`src/rtl/asc_pkg.sv`:
```
// Constants for the converter sequencing control block
package asc_pkg;

   // Register byte addresses
   localparam logic [7:0] OFS_CTRL_A    = 8'h00;
   localparam logic [7:0] OFS_CTRL_B    = 8'h04;
   localparam logic [7:0] OFS_RES_LOW   = 8'h08;
   localparam logic [7:0] OFS_RES_HIGH  = 8'h0C;
   localparam logic [7:0] OFS_PIN_SHARE = 8'h10;
   localparam logic [7:0] OFS_PORT_DIR  = 8'h14;
   localparam logic [7:0] OFS_PULL_HIGH = 8'h18;
   localparam logic [7:0] OFS_IRQ_STAT  = 8'h1C;
   localparam logic [7:0] OFS_IRQ_MASK  = 8'h20;

   // converter_control_a fields
   localparam int BIT_START   = 7;
   localparam int BIT_BUSY    = 6;
   localparam int BIT_POWER   = 5;
   localparam int BIT_JUSTIFY = 4;
   localparam int POS_CHAN    = 0;
   // converter_control_b fields
   localparam int POS_INSRC   = 5;
   localparam int POS_REFSEL  = 3;
   localparam int POS_CKDIV   = 0;
   // pin_share_select_a: bits 5:0 analog inputs, bit 6 reference pin function
   localparam int BIT_VREF_PIN = 6;
   // Interrupt status bit for conversion complete
   localparam int BIT_IRQ_DONE = 0;

   // Reset values
   localparam logic [7:0] RST_CTRL_A = 8'h00;
   localparam logic [7:0] RST_CTRL_B = 8'h00;
   localparam logic [7:0] RST_PINS   = 8'h00;

   // Reference and channel codes
   localparam logic [1:0] REF_AVDD    = 2'h1;
   localparam logic [1:0] REF_DAC     = 2'h2;
   localparam logic [2:0] INS_EXT_LO  = 3'h0;
   localparam logic [2:0] INS_EXT_HI  = 3'h7;
   localparam logic [3:0] CHAN_LAST   = 4'h5;
   localparam int         NUM_PINS    = 6;

   // Conversion timing in conversion clocks
   localparam logic [3:0] SAMPLE_CLKS = 4'h4;
   localparam logic [3:0] CONV_CLKS   = 4'hC;

   typedef enum logic [1:0] {
      SEQ_IDLE,
      SEQ_SAMPLE,
      SEQ_CONVERT
   } asc_seq_state_t;

endpackage : asc_pkg

```
`src/rtl/asc_conv_if.sv`:
```
// Signals between the control top, prescaler and sequencer
`timescale 1ns/10ps
interface asc_conv_if;
   logic [2:0] div_sel;
   logic       power;
   logic       tick;
   logic       start;
   logic       busy;
   logic       sample;
   logic       convert;
   logic       done;

   modport ctl (output div_sel, power, start, input tick, busy, sample, convert, done);
   modport div (input div_sel, power, output tick);
   modport seq (input power, tick, start, output busy, sample, convert, done);
endinterface : asc_conv_if

```
`src/rtl/asc_clkdiv.sv`:
```
// Conversion clock prescaler: one-cycle enable every 2**div_sel cycles
`timescale 1ns/10ps
module asc_clkdiv (
   input  wire logic CORE_CLK,
   input  wire logic SYS_RST,
   asc_conv_if.div   cv
);
   logic [6:0] cnt_r;
   logic [6:0] mask;

   function automatic logic [6:0] div_mask(input logic [2:0] sel);
      logic [7:0] m;
      m = (8'h01 << sel) - 8'h01;
      return m[6:0];
   endfunction : div_mask

   assign mask    = div_mask(cv.div_sel);
   assign cv.tick = cv.power && ((cnt_r & mask) == mask);

   always_ff @(posedge CORE_CLK or posedge SYS_RST) begin
      if (SYS_RST) begin
         cnt_r <= 7'h00;
      end else if (!cv.power) begin
         cnt_r <= 7'h00;
      end else begin
         cnt_r <= cnt_r + 7'h01;
      end
   end

   tick_div1_a : assert property (@(posedge CORE_CLK) disable iff (SYS_RST)
      (cv.power && cv.div_sel == 3'h0) |-> cv.tick) else $error("undivided tick missing");
   tick_div8_a : assert property (@(posedge CORE_CLK) disable iff (SYS_RST)
      (cv.tick && cv.div_sel == 3'h3 && cv.power) ##1 (cv.div_sel == 3'h3 && cv.power) [*7]
      |-> !$past(cv.tick) ##0 1'b1) else $error("divide by eight tick spacing wrong");
   tick_off_a : assert property (@(posedge CORE_CLK) disable iff (SYS_RST)
      !cv.power |-> !cv.tick) else $error("tick while unpowered");
endmodule : asc_clkdiv

```
`src/rtl/asc_seq.sv`:
```
// Conversion sequencer: sampling then conversion phase, counted in conversion clocks
`timescale 1ns/10ps
module asc_seq (
   input  wire logic CORE_CLK,
   input  wire logic SYS_RST,
   asc_conv_if.seq   cv
);
   asc_pkg::asc_seq_state_t state_r;
   logic [3:0]              cnt_r;
   logic                    done_r;

   assign cv.busy    = (state_r != asc_pkg::SEQ_IDLE);
   assign cv.sample  = (state_r == asc_pkg::SEQ_SAMPLE);
   assign cv.convert = (state_r == asc_pkg::SEQ_CONVERT);
   assign cv.done    = done_r;

   always_ff @(posedge CORE_CLK or posedge SYS_RST) begin
      if (SYS_RST) begin
         state_r <= asc_pkg::SEQ_IDLE;
         cnt_r   <= 4'h0;
         done_r  <= 1'b0;
      end else begin
         done_r <= 1'b0;
         if (!cv.power) begin
            state_r <= asc_pkg::SEQ_IDLE; // Power loss aborts without completion
            cnt_r   <= 4'h0;
         end else begin
            case (state_r)
               asc_pkg::SEQ_IDLE: begin
                  if (cv.start) begin
                     state_r <= asc_pkg::SEQ_SAMPLE;
                     cnt_r   <= 4'h0;
                  end
               end
               asc_pkg::SEQ_SAMPLE: begin
                  if (cv.tick) begin
                     if (cnt_r == asc_pkg::SAMPLE_CLKS - 4'h1) begin
                        state_r <= asc_pkg::SEQ_CONVERT;
                        cnt_r   <= 4'h0;
                     end else begin
                        cnt_r <= cnt_r + 4'h1;
                     end
                  end
               end
               asc_pkg::SEQ_CONVERT: begin
                  if (cv.tick) begin
                     if (cnt_r == asc_pkg::CONV_CLKS - 4'h1) begin
                        state_r <= asc_pkg::SEQ_IDLE;
                        done_r  <= 1'b1;
                        cnt_r   <= 4'h0;
                     end else begin
                        cnt_r <= cnt_r + 4'h1;
                     end
                  end
               end
               default: begin
                  state_r <= asc_pkg::SEQ_IDLE;
               end
            endcase
         end
      end
   end

   sample_end_a : assert property (@(posedge CORE_CLK) disable iff (SYS_RST)
      (cv.sample && cv.tick && cv.power && cnt_r == 4'h3) |=> cv.convert) else $error("sampling not 4 clocks");
   convert_end_a : assert property (@(posedge CORE_CLK) disable iff (SYS_RST)
      (cv.convert && cv.tick && cv.power && cnt_r == 4'hB) |=> (cv.done && !cv.busy)) else $error("conversion not 12 clocks");
   busy_hold_a : assert property (@(posedge CORE_CLK) disable iff (SYS_RST)
      (cv.busy && cv.power && !cv.tick) |=> cv.busy && $stable(cnt_r) && $stable(state_r)) else $error("start disturbed conversion");
endmodule : asc_seq

```
`src/rtl/asc_top.sv`:
```
// Converter sequencing control: AHB-Lite registers, mux and reference selects, pin share
//
// Functional notes
// - Conversion clock is system clock over 2**select
// - Converter powered only while power bit set
// - Reference: 01 supply, 10 DAC, else pin
// - Analog pin disables other functions and pull-high
// - Analog selection overrides port direction
// - External source: codes 0-5 pick pins, else none
// - Source codes 1-6 route internal signals
// - Sample four clocks, then convert twelve
// - Start bit high-then-low begins conversion
// - Busy during conversion, completion raises interrupt flag
// - Justify bit selects left or right result
// - Results kept while converter disabled
`timescale 1ns/10ps
module asc_top (
   input  wire logic        CORE_CLK,
   input  wire logic        SYS_RST,
   input  wire logic        HSEL,
   input  wire logic [31:0] HADDR,
   input  wire logic [1:0]  HTRANS,
   input  wire logic        HWRITE,
   input  wire logic [2:0]  HSIZE,
   input  wire logic [31:0] HWDATA,
   input  wire logic        HREADY,
   output logic      [31:0] HRDATA,
   output logic             HREADYOUT,
   output logic             HRESP,
   output logic             IRQ,
   input  wire logic [11:0] ADC_RESULT,
   output logic             ADC_POWER_ON,
   output logic             CONV_CLK_TICK,
   output logic             SAMPLE_EN,
   output logic             CONVERT_EN,
   output logic             REF_EXT_SEL,
   output logic             REF_AVDD_SEL,
   output logic             REF_DAC_SEL,
   output logic             VREF_PIN_EN,
   output logic [5:0]       EXT_CH_EN,
   output logic [5:0]       INT_SRC_EN,
   output logic [5:0]       PIN_ANALOG_EN,
   output logic [5:0]       PIN_DIGITAL_EN,
   output logic [5:0]       PIN_OUT_EN,
   output logic [5:0]       PIN_PULL_EN
);

   asc_conv_if cv ();

   // Register state
   logic [7:0]  ctrl_a_r;
   logic [7:0]  ctrl_b_r;
   logic [6:0]  pin_share_r;
   logic [5:0]  port_dir_r;
   logic [5:0]  pull_high_r;
   logic [11:0] result_r;
   logic        irq_stat_r;
   logic        irq_mask_r;

   // AHB-Lite data phase bookkeeping
   logic        dp_write_r;
   logic        dp_read_r;
   logic [7:0]  dp_addr_r;
   logic        ap_valid;
   logic [7:0]  ap_addr;
   logic        wr_ctrl_a;
   logic        rd_irq_stat;
   logic [31:0] rd_data;

   // Decoded fields
   logic        power_on;
   logic        justify_right;
   logic [3:0]  chan_sel;
   logic [2:0]  ins_sel;
   logic [1:0]  ref_sel;
   logic        start_seq;
   logic        ext_source;

   assign power_on      = ctrl_a_r[asc_pkg::BIT_POWER];
   assign justify_right = ctrl_a_r[asc_pkg::BIT_JUSTIFY];
   assign chan_sel      = ctrl_a_r[asc_pkg::POS_CHAN +: 4];
   assign ins_sel       = ctrl_b_r[asc_pkg::POS_INSRC +: 3];
   assign ref_sel       = ctrl_b_r[asc_pkg::POS_REFSEL +: 2];

   // Bus slave: zero wait states, always OKAY
   assign HREADYOUT = 1'b1;
   assign HRESP     = 1'b0;
   assign ap_valid  = HSEL && HTRANS[1] && HREADY;
   assign ap_addr   = {HADDR[7:2], 2'b00};

   always_ff @(posedge CORE_CLK or posedge SYS_RST) begin
      if (SYS_RST) begin
         dp_write_r <= 1'b0;
         dp_read_r  <= 1'b0;
         dp_addr_r  <= 8'h00;
      end else if (HREADY) begin
         dp_write_r <= ap_valid && HWRITE;
         dp_read_r  <= ap_valid && !HWRITE;
         dp_addr_r  <= ap_addr;
      end
   end

   assign wr_ctrl_a   = dp_write_r && (dp_addr_r == asc_pkg::OFS_CTRL_A);
   assign rd_irq_stat = dp_read_r && (dp_addr_r == asc_pkg::OFS_IRQ_STAT);

   // Start fires when the start bit is written low after being high
   assign start_seq = wr_ctrl_a && ctrl_a_r[asc_pkg::BIT_START] && !HWDATA[asc_pkg::BIT_START];

   // converter_control_a: busy bit is read only and never stored
   always_ff @(posedge CORE_CLK or posedge SYS_RST) begin
      if (SYS_RST) begin
         ctrl_a_r <= asc_pkg::RST_CTRL_A;
      end else if (wr_ctrl_a) begin
         ctrl_a_r <= HWDATA[7:0] & ~(8'h01 << asc_pkg::BIT_BUSY);
      end
   end

   // converter_control_b
   always_ff @(posedge CORE_CLK or posedge SYS_RST) begin
      if (SYS_RST) begin
         ctrl_b_r <= asc_pkg::RST_CTRL_B;
      end else if (dp_write_r && dp_addr_r == asc_pkg::OFS_CTRL_B) begin
         ctrl_b_r <= HWDATA[7:0];
      end
   end

   // Pin share, port direction and pull-high controls
   always_ff @(posedge CORE_CLK or posedge SYS_RST) begin
      if (SYS_RST) begin
         pin_share_r <= asc_pkg::RST_PINS[6:0];
         port_dir_r  <= asc_pkg::RST_PINS[5:0];
         pull_high_r <= asc_pkg::RST_PINS[5:0];
      end else if (dp_write_r) begin
         if (dp_addr_r == asc_pkg::OFS_PIN_SHARE) begin
            pin_share_r <= HWDATA[6:0];
         end
         if (dp_addr_r == asc_pkg::OFS_PORT_DIR) begin
            port_dir_r <= HWDATA[5:0];
         end
         if (dp_addr_r == asc_pkg::OFS_PULL_HIGH) begin
            pull_high_r <= HWDATA[5:0];
         end
      end
   end

   // Interrupt mask
   always_ff @(posedge CORE_CLK or posedge SYS_RST) begin
      if (SYS_RST) begin
         irq_mask_r <= 1'b0;
      end else if (dp_write_r && dp_addr_r == asc_pkg::OFS_IRQ_MASK) begin
         irq_mask_r <= HWDATA[asc_pkg::BIT_IRQ_DONE];
      end
   end

   // Completion flag: set wins over the clear that a status read performs
   always_ff @(posedge CORE_CLK or posedge SYS_RST) begin
      if (SYS_RST) begin
         irq_stat_r <= 1'b0;
      end else if (cv.done) begin
         irq_stat_r <= 1'b1;
      end else if (rd_irq_stat) begin
         irq_stat_r <= 1'b0;
      end
   end

   assign IRQ = irq_stat_r && irq_mask_r;

   // Result capture only at completion; a powered-down converter never completes
   always_ff @(posedge CORE_CLK or posedge SYS_RST) begin
      if (SYS_RST) begin
         result_r <= 12'h000;
      end else if (cv.done && power_on) begin
         result_r <= ADC_RESULT;
      end
   end

   // Read mux, registered into the data phase
   always_comb begin
      rd_data = 32'h0000_0000;
      case (ap_addr)
         asc_pkg::OFS_CTRL_A: begin
            rd_data[7:0] = ctrl_a_r;
            rd_data[asc_pkg::BIT_BUSY] = cv.busy;
         end
         asc_pkg::OFS_CTRL_B: begin
            rd_data[7:0] = ctrl_b_r;
         end
         asc_pkg::OFS_RES_LOW: begin
            rd_data[7:0] = justify_right ? result_r[7:0] : {result_r[3:0], 4'h0};
         end
         asc_pkg::OFS_RES_HIGH: begin
            rd_data[7:0] = justify_right ? {4'h0, result_r[11:8]} : result_r[11:4];
         end
         asc_pkg::OFS_PIN_SHARE: begin
            rd_data[6:0] = pin_share_r;
         end
         asc_pkg::OFS_PORT_DIR: begin
            rd_data[5:0] = port_dir_r;
         end
         asc_pkg::OFS_PULL_HIGH: begin
            rd_data[5:0] = pull_high_r;
         end
         asc_pkg::OFS_IRQ_STAT: begin
            rd_data[asc_pkg::BIT_IRQ_DONE] = irq_stat_r;
         end
         asc_pkg::OFS_IRQ_MASK: begin
            rd_data[asc_pkg::BIT_IRQ_DONE] = irq_mask_r;
         end
         default: begin
            rd_data = 32'h0000_0000;
         end
      endcase
   end

   always_ff @(posedge CORE_CLK or posedge SYS_RST) begin
      if (SYS_RST) begin
         HRDATA <= 32'h0000_0000;
      end else if (ap_valid && !HWRITE) begin
         HRDATA <= rd_data;
      end
   end

   // Prescaler and sequencer
   assign cv.div_sel = ctrl_b_r[asc_pkg::POS_CKDIV +: 3];
   assign cv.power   = power_on;
   assign cv.start   = start_seq && !cv.busy;

   asc_clkdiv u_clkdiv (
      .CORE_CLK (CORE_CLK),
      .SYS_RST  (SYS_RST),
      .cv       (cv.div)
   );

   asc_seq u_seq (
      .CORE_CLK (CORE_CLK),
      .SYS_RST  (SYS_RST),
      .cv       (cv.seq)
   );

   // Analog core controls
   assign ADC_POWER_ON  = power_on;
   assign CONV_CLK_TICK = cv.tick;
   assign SAMPLE_EN     = cv.sample;
   assign CONVERT_EN    = cv.convert;

   assign REF_AVDD_SEL = (ref_sel == asc_pkg::REF_AVDD);
   assign REF_DAC_SEL  = (ref_sel == asc_pkg::REF_DAC);
   assign REF_EXT_SEL  = !REF_AVDD_SEL && !REF_DAC_SEL;
   assign VREF_PIN_EN  = pin_share_r[asc_pkg::BIT_VREF_PIN];

   // Input multiplexer
   assign ext_source = (ins_sel == asc_pkg::INS_EXT_LO) || (ins_sel == asc_pkg::INS_EXT_HI);

   always_comb begin
      EXT_CH_EN = 6'h00;
      if (ext_source && chan_sel <= asc_pkg::CHAN_LAST) begin
         EXT_CH_EN = 6'h01 << chan_sel;
      end
   end

   always_comb begin
      INT_SRC_EN = 6'h00;
      if (!ext_source) begin
         INT_SRC_EN = 6'h01 << (ins_sel - 3'h1);
      end
   end

   // Pin share: analog selection wins over digital function, direction and pull-high
   assign PIN_ANALOG_EN  = pin_share_r[5:0];
   assign PIN_DIGITAL_EN = ~pin_share_r[5:0];
   assign PIN_PULL_EN    = pull_high_r & ~pin_share_r[5:0];
   assign PIN_OUT_EN     = port_dir_r & ~pin_share_r[5:0];

   irq_set_a : assert property (@(posedge CORE_CLK) disable iff (SYS_RST)
      cv.done |=> irq_stat_r) else $error("completion did not set flag");
   irq_clear_a : assert property (@(posedge CORE_CLK) disable iff (SYS_RST)
      (rd_irq_stat && !cv.done) |=> !irq_stat_r) else $error("status read did not clear");
   start_busy_a : assert property (@(posedge CORE_CLK) disable iff (SYS_RST)
      (start_seq && !cv.busy && power_on) |=> cv.busy ##1 cv.busy) else $error("start did not raise busy");
   result_hold_a : assert property (@(posedge CORE_CLK) disable iff (SYS_RST)
      !power_on |=> $stable(result_r)) else $error("result changed while disabled");
   ref_select_a : assert property (@(posedge CORE_CLK) disable iff (SYS_RST)
      (ref_sel == 2'h0 || ref_sel == 2'h3) |-> (REF_EXT_SEL && !REF_AVDD_SEL && !REF_DAC_SEL))
      else $error("external reference not chosen");
   ext_channel_a : assert property (@(posedge CORE_CLK) disable iff (SYS_RST)
      (ext_source && chan_sel > 4'h5) |-> (EXT_CH_EN == 6'h00 && INT_SRC_EN == 6'h00))
      else $error("parked channel connected");
   int_source_a : assert property (@(posedge CORE_CLK) disable iff (SYS_RST)
      (ins_sel == 3'h4) |-> (INT_SRC_EN == 6'h08 && EXT_CH_EN == 6'h00)) else $error("DAC source not routed");
   pin_override_a : assert property (@(posedge CORE_CLK) disable iff (SYS_RST)
      $rose(pin_share_r[0]) |-> (!PIN_PULL_EN[0] && !PIN_OUT_EN[0] && !PIN_DIGITAL_EN[0]))
      else $error("analog pin kept digital setup");
endmodule : asc_top

```
`config.mk`:
```
export PLATFORM = sky130hd
export DESIGN_NAME = asc_top
export DESIGN_NICKNAME = d
export VERILOG_FILES = /design/src/rtl/asc_pkg.sv /design/src/rtl/asc_conv_if.sv /design/src/rtl/asc_clkdiv.sv /design/src/rtl/asc_seq.sv /design/src/rtl/asc_top.sv
export SDC_FILE = /design/constraint.sdc
export NUM_CORES = 1
export LEC_CHECK = 0
export ABC_AREA = 1
export BUFFER_PORTS_ARGS = -buffer_cell sky130_fd_sc_hd__buf_2
export CORE_MARGIN = 3
export CORE_UTILIZATION = 48
export CTS_BUF_LIST = sky130_fd_sc_hd__clkbuf_8 sky130_fd_sc_hd__clkbuf_16
export DETAILED_ROUTE_END_ITERATION = 8
export PLACE_DENSITY = 0.81
export SETUP_SLACK_MARGIN = 0.1
export SYNTH_ARGS = -nofsm -noshare
export SYNTH_HDL_FRONTEND = slang
export SYNTH_HIERARCHICAL = 1
export SYNTH_SLANG_ARGS = --single-unit
export TNS_END_PERCENT = 10
```
`constraint.sdc`:
```
create_clock -name CORE_CLK -period 4.4 [get_ports CORE_CLK]
set_input_delay 0.44 -clock CORE_CLK [delete_from_list [all_inputs] [get_ports CORE_CLK]]
set_output_delay 0.44 -clock CORE_CLK [all_outputs]
set_load 0.01 [all_outputs]
```
==> qor.yml <==
irDropWorstVdd_v: 0.000310
dr.pass1.iters: 5
min_path_type: "primary input to async pin"
clock-skew-final_ns: 0.00925
rows: 35
synthesis.instances: 620
crit_type: "flip-flop to output port"
hpwl_mm: 8.55
die_h_um: 104
netlist.area_leader.share: 0.425
avgViaCountPerCell: 5.03
worstPathArrival_ns: 2.03
powerDensity_nw_per_um2: 405
seq_power_share: 0.434
max_freq_ghz: 0.405
antenna_left: 0
rsz0062_at_grt: "no"
clk_pin_slew_ns: 0.08
async_reset_ff_frac: 1.00
cts_hold_buf: 0
core-area_um2: 9280
synthesis.area_um2: 4590
grt_use_total: 0.213
h-tree-depth: 3
io_buffers: 84
grt_pass1_wl_mm: 18.9
die-area_um2: 10800
grt_max_degree: 65
placed_area_um2: 5020
p_comb_frac: 0.282
clockRootBuffer: "clkbuf_8"
wire_per_inst_um: 13.3
final_layout_size_suffix_gt1_frac: 0.217
clk_path_buf_depth: 2
initial_core_util: 0.494
ys_types: 31
maxCapViolations: 0
setup_viol: 0
tns_ns: 0
final_area_um2: 5240
synth_area_leaders: "dfrtp_1 (43%), nand2_1 (16%), inv_1 (7.0%), nor2_1 (5.2%), buf_4 (4.3%)"
crit_fanout: 18
dr_total_vias: 4216
p_clk_frac: 0.284
finalCriticalPeriod_ns: 2.47
cts_resized: 0
synth-main-ff-cell: "dfrtp_1"
cp.required_ns: 3.96
ys_ff_latch: 78
yosysWarningCount: 6
finalCritPeriodShare: 0.561
io_pins: 165
synth_top_area_cell: "dfrtp_1"
grt_pass1_vias: 4043
chipWidth_um: 104
intPower_mw: 1.37
nNetsFinal: 800
yosysSeqAreaShare: 0.425
cts_tree: "done"
grt_overflow_total: 0
worstMarginPinSlew_ns: 0.799
final_core_util: 0.565
synth_edf_count: 0
numCtsBuffers: 9
endpoint_kind: "output port"
synth_most_common_cell: "nand2_1"
grt_antenna_before_repair: 0
clock_latency_ns: 0.35
syn2layout_area_growth_pct: 14.2
status: "finished clean"
hold_viol_final: 0
num_antenna_cells: 0
clock-sinks: 78
synth_area_per_cell_um2: 7.40
start_kind: "flip-flop"
routed_wl_mm: 11.2
relSlewSlack: 0.468
gp_congestion: 0.999
first_iter_violations: 217
switching_share: 0.352
postCtsSetupBuffers: 0
power_switching_mw: 0.747
synth_common_cells: "nand2_1 (197), inv_1 (86), dfrtp_1 (78)"
drv_slew: 0
p_leak_nw: 3.12
drc_errors: 0
==> kinds of logic (layout without fill, tap and decap cells) <==
family / Yosys count / after routing / synth area share
simple gates: 326 / 326 / 0.310
buf+inv: 124 / 189 / 0.128
flops: 78 / 78 / 0.425
compound gates: 72 / 72 / 0.0886
fa+ha+maj: 9 / 9 / 0.0245
mux: 9 / 9 / 0.0221
other cells: 2 / 26 / 0.00164
==> cell type report <==
type | instances | area, um^2
repair buffers | 85 | 428
multi-input cells | 442 | 2140
fillers | 893 | 4040
inverters | 89 | 334
clock buffers | 11 | 151
well taps | 129 | 161
flip-flops and latches | 78 | 1950
clock inverters | 4 | 71.3
==> routing by layer <==
layer	GRT usage	part of all wire	routed length (um)	vias to the layer above
li1	-	-	-	2029
met3	0.0424	0.065	723	30
met4	0.0883	0.033	366	0
met2	0.364	0.50	5560	150
met5	0	0	0	-
met1	0.265	0.41	4530	2007
==> stage by stage <==
stage	hold slack [ns]	worst slack, ns	power [mW]	cells
2_1_floorplan	0.243	2.36	1.37	644
3_3_place_gp	0.408	2.31	1.49	823
3_5_place_dp	0.414	2.23	1.53	823
4_1_cts	0.0327	1.93	2.13	838
5_1_grt	0.0412	1.79	2.27	838
6_report	0.0414	1.93	2.12	838
==> registers in the layout, summed over array words and instances, names as in the netlist, 4 cells and up <==
register,count
result_r,12
HRDATA,8
ctrl_b_r,8
ctrl_a_r,7
pin_share_r,7
u_clkdiv/cnt_r,7
dp_addr_r,6
port_dir_r,6
pull_high_r,6
u_seq/cnt_r,4
==> critical path, cell delays in order, from the launching register on <==
cell     delay [ns]
dfrtp_1        0.74
inv_1          0.15
a21oi_1        0.15
nand2_1        0.06
a21oi_1        0.36
buf_2          0.22
==> placed cells by master, fill, tap and decap left out, drive strengths merged, types with 2 or more instances in the layout <==
master  instances
nor3           11
nand3          22
nand4           6
mux2            9
inv            90
a21oi          19
buf            85
bufinv          2
o21ai          50
nand2         205
nor2           80
dfrtp          78
conb           26
clkbuf         11
ha              9
==> final timing paths <==
kind                             start  slack (ns)                end  cells past startpoint
setup / recovery           ctrl_a_r[5]        1.93      CONV_CLK_TICK                      5
hold / removal                 SYS_RST        0.04  u_clkdiv/cnt_r[4]                      2
setup reg to reg           ctrl_a_r[5]        2.20     u_seq/cnt_r[2]                     11
hold reg to reg              HRDATA[5]        0.49          HRDATA[5]                      2
max in group asynchronous      SYS_RST        3.53          HRDATA[0]                      3
min in group CORE_CLK        HWDATA[5]        0.31     pin_share_r[5]                      3
==> power by group through the flow <==
stage	combinational [mW]	sequential (mW)	clock [mW]
6_report	0.597	0.920	0.603
3_5_place_dp	0.594	0.932	0
5_1_grt	0.687	0.935	0.646
4_1_cts	0.597	0.918	0.615
3_3_place_gp	0.563	0.925	0
2_1_floorplan	0.457	0.909	0
(Power assumes the default switching activity.)
